## config.mk

```make
export PLATFORM = sky130hd
export DESIGN_NAME = agcpm_pin_mux
export DESIGN_NICKNAME = d
export VERILOG_FILES = /design/src/agcpm_pkg.sv /design/src/agcpm_pin_mux.sv
export VERILOG_INCLUDE_DIRS = /design/src
export SDC_FILE = /design/constraint.sdc
export NUM_CORES = 1
export LEC_CHECK = 0
export BUFFER_PORTS_ARGS = -buffer_cell sky130_fd_sc_hd__buf_2
export CORE_MARGIN = 10
export CORE_UTILIZATION = 34
export CTS_CLUSTER_DIAMETER = 120
export DETAILED_ROUTE_END_ITERATION = 10
export GPL_TIMING_DRIVEN = 0
export PLACE_DENSITY = 0.73
export SLEW_MARGIN = 10
export SYNTH_ARGS = -nofsm -noshare
export SYNTH_HDL_FRONTEND = slang
export SYNTH_SLANG_ARGS = --single-unit
```

## constraint.sdc

```tcl
create_clock -name sys_clk -period 0.8 [get_ports sys_clk]
set_clock_uncertainty 0.05 [all_clocks]
set_input_delay 0 -clock sys_clk [delete_from_list [all_inputs] [get_ports sys_clk]]
set_output_delay 0 -clock sys_clk [all_outputs]
set_load 0.01 [all_outputs]
```

## src/agcpm_params.svh

```systemverilog
// Overview of operation
// - Clock output pin sources off, master, bus, oscillator, prescaler or postscaler clock.
// - Idle-drive bit chooses float or drive of address and control outputs when bus idle.
// - Address 0-5 share port A bits 8-13, per-pin direction, address after reset.
// - Address 6-7 share port E bits 2-3, per-pin direction, address after reset.
// - Address 8-15 share port A bits 0-7, per-pin direction, address after reset.
// - Clearing a pin's matching pull-up register bit turns that pin's pull-up off.
// - Oscillator input clock drives core directly or serves as PLL reference.
`ifndef AGCPM_PARAMS_SVH
`define AGCPM_PARAMS_SVH
`define AGCPM_ADDR_WIDTH 16
`define AGCPM_PORT_WIDTH 16
`define AGCPM_SEL_WIDTH 3
`define AGCPM_PA_LO_BASE 8
`define AGCPM_PE_BASE 2
`define AGCPM_PA_HI_BASE 0
`define AGCPM_PULLUP_RESET 16'hFFFF
`define AGCPM_FUNC_RESET 16'h0000
`define AGCPM_IDLE_DRIVE_RESET 1'b0
`define AGCPM_PE_LINE 6
`define AGCPM_PA_HI_LINE 8
`define AGCPM_ENN_RESET 1'b1
`define AGCPM_CLKOUT_RESET 1'b0
`define AGCPM_MODE_RESET 1'b0
`define AGCPM_CORE_SEL_RESET 1'b1
`define AGCPM_OSC_RESET 1'b0
`define AGCPM_PIN_ENN_RESET 16'hFFFF
`define AGCPM_PIN_DATA_RESET 16'h0000
`endif

```

## src/agcpm_pkg.sv

```systemverilog
`include "agcpm_params.svh"
package agcpm_pkg;
    typedef enum logic [2:0] {
        AGCPM_CLK_OFF,
        AGCPM_CLK_MASTER,
        AGCPM_CLK_BUS,
        AGCPM_CLK_OSC,
        AGCPM_CLK_PRESCALER,
        AGCPM_CLK_POSTSCALER
    } agcpm_clk_sel_type;
endpackage

```

## src/agcpm_pin_mux.sv

```systemverilog
`timescale 1ns/10ps
`default_nettype none
`include "agcpm_params.svh"
module agcpm_pin_mux
    import agcpm_pkg::*;
(
    // Clock and reset
    input wire logic sys_clk,
    input wire logic reset,
    // Clock sources
    input wire logic systemMasterClock,
    input wire logic peripheralBusClock,
    input wire logic oscClock,
    input wire logic prescalerClock,
    input wire logic postscalerClock,
    input wire logic [2:0] clockOutSourceSelect,
    // Core clock selection
    input wire logic clockInputModeStrap,
    input wire logic oscDirectSelect,
    input wire logic pllClock,
    output logic oscToCore,
    output logic pllRefClock,
    output logic coreClockSel,
    output logic clockModeLatched,
    // Pin output
    output logic bufferedClockOut,
    output logic bufferedClockOutEnN,
    // External memory interface
    input wire logic [15:0] memAddress,
    input wire logic memBusActive,
    input wire logic idleBusDriveBit,
    output logic memCtrlDriveEnN,
    // Shared pin configuration, indexed by address line; pull-up registers by port bit
    input wire logic [15:0] pinPortMode,
    input wire logic [15:0] portDirOut,
    input wire logic [15:0] portDataOut,
    input wire logic [15:0] portAPullupReg,
    input wire logic [15:0] portEPullupReg,
    // Shared pins, indexed by address line
    input wire logic [15:0] pinIn,
    output logic [15:0] pinOut,
    output logic [15:0] pinOutEnN,
    output logic [15:0] pinPullupEn,
    output logic [15:0] portPinIn
);
    // ------------------------------------------------------------
    // Internal state
    // ------------------------------------------------------------
    logic clkOut_reg;
    logic clkOut_next;
    logic clkOutEnN_reg;
    logic clkOutEnN_next;
    logic modeLatched_reg;
    logic coreSel_reg;
    logic oscToCore_reg;
    logic oscToCore_next;
    logic pllRef_reg;
    logic pllRef_next;
    logic ctrlEnN_reg;
    logic ctrlEnN_next;
    logic addrDrive;
    logic [15:0] pinOut_reg;
    logic [15:0] pinEnN_reg;
    logic [15:0] pullEn_reg;
    logic [15:0] portIn_reg;
    // Per-line values, each bit driven by its own generate slice
    wire [15:0] pullBit;
    wire [15:0] pinOut_next;
    wire [15:0] pinEnN_next;
    wire [15:0] pullEn_next;

    // ------------------------------------------------------------
    // Clock output selection
    // ------------------------------------------------------------
    // Sources are sampled as data, so only clocks well below half of sys_clk come out whole
    always_comb begin
        clkOut_next = 1'b0;
        clkOutEnN_next = 1'b0;
        case (agcpm_clk_sel_type'(clockOutSourceSelect))
            AGCPM_CLK_MASTER: begin
                clkOut_next = systemMasterClock;
            end
            AGCPM_CLK_BUS: begin
                clkOut_next = peripheralBusClock;
            end
            AGCPM_CLK_OSC: begin
                clkOut_next = oscClock;
            end
            AGCPM_CLK_PRESCALER: begin
                clkOut_next = prescalerClock;
            end
            AGCPM_CLK_POSTSCALER: begin
                clkOut_next = postscalerClock;
            end
            default: begin
                // Off and the two unused codes keep the pin quiet and released
                clkOut_next = 1'b0;
                clkOutEnN_next = 1'b1;
            end
        endcase
    end

    always_ff @(posedge sys_clk) begin
        if (reset) begin
            clkOut_reg <= `AGCPM_CLKOUT_RESET;
            clkOutEnN_reg <= `AGCPM_ENN_RESET;
        end else begin
            clkOut_reg <= clkOut_next;
            clkOutEnN_reg <= clkOutEnN_next;
        end
    end

    assign bufferedClockOut = clkOut_reg;
    assign bufferedClockOutEnN = clkOutEnN_reg;

    // ------------------------------------------------------------
    // Oscillator routing
    // ------------------------------------------------------------
    always_comb begin
        oscToCore_next = pllClock;
        pllRef_next = oscClock;
        if (oscDirectSelect) begin
            // Direct mode starves the PLL reference so it cannot lock on a stale input
            oscToCore_next = oscClock;
            pllRef_next = 1'b0;
        end
    end

    always_ff @(posedge sys_clk) begin
        if (reset) begin
            coreSel_reg <= `AGCPM_CORE_SEL_RESET;
            oscToCore_reg <= `AGCPM_OSC_RESET;
            pllRef_reg <= `AGCPM_OSC_RESET;
        end else begin
            coreSel_reg <= oscDirectSelect;
            oscToCore_reg <= oscToCore_next;
            pllRef_reg <= pllRef_next;
        end
    end

    // The strap is a board level; it is only recorded here for software to read
    always_ff @(posedge sys_clk) begin
        if (reset) begin
            modeLatched_reg <= `AGCPM_MODE_RESET;
        end else begin
            modeLatched_reg <= clockInputModeStrap;
        end
    end

    assign coreClockSel = coreSel_reg;
    assign oscToCore = oscToCore_reg;
    assign pllRefClock = pllRef_reg;
    assign clockModeLatched = modeLatched_reg;

    // ------------------------------------------------------------
    // Memory interface idle drive
    // ------------------------------------------------------------
    // Address and control lines float only when the bus is idle and idle drive is off
    assign addrDrive = memBusActive || idleBusDriveBit;
    assign ctrlEnN_next = !addrDrive;

    always_ff @(posedge sys_clk) begin
        if (reset) begin
            ctrlEnN_reg <= `AGCPM_ENN_RESET;
        end else begin
            ctrlEnN_reg <= ctrlEnN_next;
        end
    end

    assign memCtrlDriveEnN = ctrlEnN_reg;

    // ------------------------------------------------------------
    // Shared pin selection
    // ------------------------------------------------------------
    genvar i;
    generate
        for (i = 0; i < `AGCPM_ADDR_WIDTH; i++) begin : g_pin
            if (i < `AGCPM_PE_LINE) begin : g_pa_lo
                assign pullBit[i] = portAPullupReg[i + `AGCPM_PA_LO_BASE];
            end else if (i < `AGCPM_PA_HI_LINE) begin : g_pe
                assign pullBit[i] = portEPullupReg[i - `AGCPM_PE_LINE + `AGCPM_PE_BASE];
            end else begin : g_pa_hi
                assign pullBit[i] = portAPullupReg[i - `AGCPM_PA_HI_LINE + `AGCPM_PA_HI_BASE];
            end
            assign pinOut_next[i] = pinPortMode[i] ? portDataOut[i]
                : memAddress[i];
            // A pin owned by the address bus follows the idle drive choice
            assign pinEnN_next[i] = pinPortMode[i] ? !portDirOut[i] : !addrDrive;
            // Pull-up only on a released pin, so it never fights the output driver
            assign pullEn_next[i] = pullBit[i] && pinEnN_next[i];
        end
    endgenerate

    // ------------------------------------------------------------
    // Shared pin registers
    // ------------------------------------------------------------
    always_ff @(posedge sys_clk) begin
        if (reset) begin
            pinOut_reg <= `AGCPM_PIN_DATA_RESET;
            pinEnN_reg <= `AGCPM_PIN_ENN_RESET;
        end else begin
            pinOut_reg <= pinOut_next;
            pinEnN_reg <= pinEnN_next;
        end
    end

    always_ff @(posedge sys_clk) begin
        if (reset) begin
            pullEn_reg <= `AGCPM_PULLUP_RESET;
        end else begin
            pullEn_reg <= pullEn_next;
        end
    end

    // Pin levels are sampled in both modes; software reads them only in port mode
    always_ff @(posedge sys_clk) begin
        if (reset) begin
            portIn_reg <= `AGCPM_PIN_DATA_RESET;
        end else begin
            portIn_reg <= pinIn;
        end
    end

    assign pinOut = pinOut_reg;
    assign pinOutEnN = pinEnN_reg;
    assign pinPullupEn = pullEn_reg;
    assign portPinIn = portIn_reg;
endmodule
`default_nettype wire

```

* Word-level counts from Yosys, hierarchy flattened
Cells that the tools add are included.
** Storage, ports and cells
- Logic and storage cells :: 87
- Register bits :: 71
- Bits of input ports :: 127
- Output and inout bits :: 71
** Operators by class
- Reduce and logical (&&, ||, !) cells :: 36
- Mux-type cells :: 35
- Equality and inequality tests :: 5
** Operators with widths (count)
- $mux 1 :: 34
- $logic_not 1->1 :: 17
- $logic_and 1x1->1 :: 16
- $eq 3x2->1 const B :: 2
- $eq 3x3->1 const B :: 2
- $pmux 1 s5 :: 1
- $reduce_or 5->1 :: 1
- $eq 3x1->1 const B :: 1
- $reduce_or 2->1 :: 1
- $logic_or 1x1->1 :: 1

* Logic depth before layout (Yosys ltp)
- Depth in word-level cells :: 4
- Gate-level depth with buffers :: 5
- Depth with buffers taken out :: 3

* Least setup slack after synthesis
No wires, ideal clock.
- Path type :: input-to-reg
- From :: input idleBusDriveBit
- To :: register pullEn_reg[10], in the netlist pinPullupEn[10]
- Path slack :: -0.039 ns
- Buffers on the path :: 2
- Cell stages on the path :: 5
- Setup time :: 0.057 ns
- Arrival :: 0.732 ns
- Path through :: or2_1 > buf_6 > buf_8 > mux2i_1 > a21o_2
** Between the ends
- Cells in the longest elaborated chain, start to end :: 4
** RTL lines
- start, declared :: RTL line agcpm_pin_mux.sv:31 : input wire logic idleBusDriveBit,
- $logic_or 1x1->1 :: RTL line agcpm_pin_mux.sv:159 : assign addrDrive = memBusActive || idleBusDriveBit;
- $logic_not 1->1 :: RTL line agcpm_pin_mux.sv:188 : assign pinEnN_next[i] = pinPortMode[i] ? !portDirOut[i] : !addrDrive;
- $mux 1 :: RTL line agcpm_pin_mux.sv:188
- $logic_and 1x1->1 :: RTL line agcpm_pin_mux.sv:190 : assign pullEn_next[i] = pullBit[i] && pinEnN_next[i];
- end signal, assigned :: RTL line agcpm_pin_mux.sv:209 : pullEn_reg <= `AGCPM_PULLUP_RESET;
- end signal, assigned :: RTL line agcpm_pin_mux.sv:211 : pullEn_reg <= pullEn_next;
- end, declared :: RTL line agcpm_pin_mux.sv:64 : logic [15:0] pullEn_reg;
Every way passes these cells.
A chain may end at the register's enable or synchronous reset.

* Final worst setup path
- From :: register pinOut_reg[9], in the netlist pinOut[9]
- To :: output pinOut[9]
** RTL lines
- start, declared :: RTL line agcpm_pin_mux.sv:62 : logic [15:0] pinOut_reg;
- start signal, assigned :: RTL line agcpm_pin_mux.sv:199 : pinOut_reg <= `AGCPM_PIN_DATA_RESET;
- start signal, assigned :: RTL line agcpm_pin_mux.sv:202 : pinOut_reg <= pinOut_next;
- end, declared :: RTL line agcpm_pin_mux.sv:41 : output logic [15:0] pinOut,
No word-level cell between the ends.

==> metrics.md <==
| Metric | Value |
|---|---|
| M2 GR Usage | `0.314` |
| Vias in the first global route | `2733` |
| Port Buffer Count | `180` |
| Final Power | `8.33 mW` |
| Post-synth top area share | `0.619` |
| Hold Path Class | `input port to flip-flop` |
| Max Cap Violations | `0` |
| PD cells | `1760 nW/µm²` |
| Largest net degree at the start of global routing | `13` |
| Wirelength per Cell | `17.3 µm` |
| Critical Path Source Type | `flip-flop` |
| # setup viols final | `71` |
| Tot GR Track Use | `0.175` |
| Peak VDD IR | `0.00173 V` |
| Post-Route WL | `9580 µm` |
| CTS tree | `built` |
| Final Cycle Share | `1.04` |
| Area delta synth->final | `107%` |
| Status | `finished, violations left` |
| Final hold slack | `-0.147 ns` |
| Grt peak-use layer | `met2` |
| GR Overflow Total | `0` |
| Post-Syn Nets | `319` |
| Core outline area | `6460 µm²` |
| Avg Vias per Cell | `4.45` |
| Grt met3 use | `0.0945` |
| Clk sinks | `71` |
| Filler cells | `442` |
| Worst-margin pin slew | `0.572 ns` |
| Cell variety after synth | `19` |
| Synthesized instance count | `192` |
| Final core occ | `0.734` |
| Placed Instances | `449` |
| Die height | `102 µm` |
| RSZ-0062 raised after global routing | `true` |
| Seq pwr share | `0.465` |
| Worst Path Buf+Inv | `1` |
| Fmax | `1.20 GHz` |
| Switching share of power | `0.240` |
| Via Count | `2464` |
| Logic pwr share | `0.196` |
| Post-synth top cells | `71 x dfxtp_1, 34 x mux2i_1, 18 x nor2_1` |
| Setup TNS | `-1.18 ns` |
| CP Data Arrival Time | `0.78 ns` |
| Clk buf depth | `2` |
| Ratio of cells with drive above 1 in the final layout | `0.560` |
| Synth area leaders | `dfxtp_1 62%, mux2i_1 15%, nor2b_1 4.6%` |
| Worst setup margin | `-0.0332 ns` |
| Hpwl dp | `6140 µm` |
| Fin area | `4740 µm²` |
| Largest area contributor in the netlist | `dfxtp_1` |
| Avg Inst Size Synth | `12.0 µm²` |
| Critical Path Slowest Stage Cell | `dfxtp_1` |
| Post-Place Setup Slack | `-0.253 ns` |
| Count leader, synth | `dfxtp_1` |
| EDFF count, synth | `0` |
| Width of the chip | `102 µm` |
| Clk pwr share | `0.338` |
| Detail Route Antenna Nets | `0` |
| # hold bufs at CTS | `98` |
| Switch Pwr | `1.99 mW` |
| Grt met1 use | `0.168` |
| CTS Root Buffer Type | `clkbuf_8` |
| First-pass GRT wire length | `14100 µm` |
| Antenna diode count | `0` |
| Reg area | `1470 µm²` |
| CP max stage delay | `0.32 ns` |
| Largest delay share family, worst path | `flip-flops` |
| Clock transition at path regs | `0.08 ns` |
| CP Capture Type | `primary output` |
| Non-Filler Instances | `554` |
| DRC viols | `0` |
| Synth warnings | `0` |
| Hold Fails Final Rpt | `25` |
| RD Place Congestion | `0.699` |
| Cell Rows | `29` |
| Slew Viols, Final | `0` |
| Primary FF master, synth | `dfxtp_1` |
| Initial Util | `0.355` |
| Crit-path max FO | `1` |
| Leak | `2.38 nW` |
| Antenna violations before repair | `0` |
| Area of the multi-input gates | `856 µm²` |
| Critical Path RT | `0.75 ns` |
| Total die area | `10400 µm²` |
| Ys async rst share | `0` |
| Tmin final | `0.833 ns` |
| Critical Path, Cell by Cell | `buf_2` |
| Iteration count of the initial detailed-routing pass | `4` |
| Synthesized area | `2290 µm²` |
| Fin nets | `599` |
| Initial DRC count | `52` |
| Violated checks | `negative hold slack, negative setup slack` |
| Seq cells post-synth | `71` |
| Register area share after synthesis | `0.619` |
| CTS buffer count | `9` |
| Slew HR | `0.619` |
| Placed cell areas | `3290 µm²` |
| P_int | `6.33 mW` |
| # H-tree levels | `3` |
| Critical path class | `flip-flop to primary output` |
| IO Count | `198` |
==> power groups by stage <==
| stage | registers [mW] | clock network (mW) | logic [mW] |
|---|---|---|---|
| after global routing | 3.90 | 3.03 | 1.77 |
| after global placement | 3.89 | 0 | 1.08 |
| final | 3.87 | 2.82 | 1.64 |
| after floorplan | 4.03 | 0 | 0.336 |
| after CTS | 3.82 | 2.89 | 1.48 |
| after detailed placement | 3.90 | 0 | 1.09 |
==> worst paths after layout <==
check,cells past startpoint,from,end
setup / recovery,1,pinOut[9]$_SDFF_PP0_,pinOut[9]
hold / removal,2,clockOutSourceSelect[1],bufferedClockOutEnN$_SDFF_PP1_
==> cells by family (layout without fill, tap and decap cells) <==
family	Yosys count	after routing	synth area share
AO/OA/AOI/OAI	21	21	0.0703
buffers and inverters	10	295	0.0256
flip-flops	71	71	0.619
multiplexers	35	35	0.153
AND/OR/NAND/NOR	55	55	0.131
==> layer usage <==
layer	up-vias	routed length, µm
met5	-	0
met3	13	1170
li1	1191	-
met4	0	139
met2	116	5060
met1	1144	3210
==> cell type report <==
cell class,count,share of cell area
multi-input combinational,111,0.181
sequential,71,0.310
buffer,9,0.0116
clock buffer,11,0.0298
clock inverter,5,0.0121
inverter,1,0.000792
timing repair buffer,269,0.435
tap,77,0.0203
==> placed cells by master, fill, tap and decap left out, types with 8 or more instances in the layout <==
master	netlist	routed
a21o_1	8	8
a21o_2	8	8
buf_2	2	140
buf_6	1	38
clkbuf_8	0	10
dfxtp_1	71	34
dfxtp_2	0	37
dlygate4sd3_1	0	88
mux2i_1	34	26
mux2i_2	0	8
nor2_1	18	18
nor2b_1	17	17
or2_2	17	16
==> timing repair <==
item                                    CTS  global route
endpoints found under the hold margin    54            16
endpoints found under the setup margin   71            93
setup buffers                             0             0
pin swaps                                 0             0
gates resized for setup                  10            85
Power figures use the tool's default switching activity.
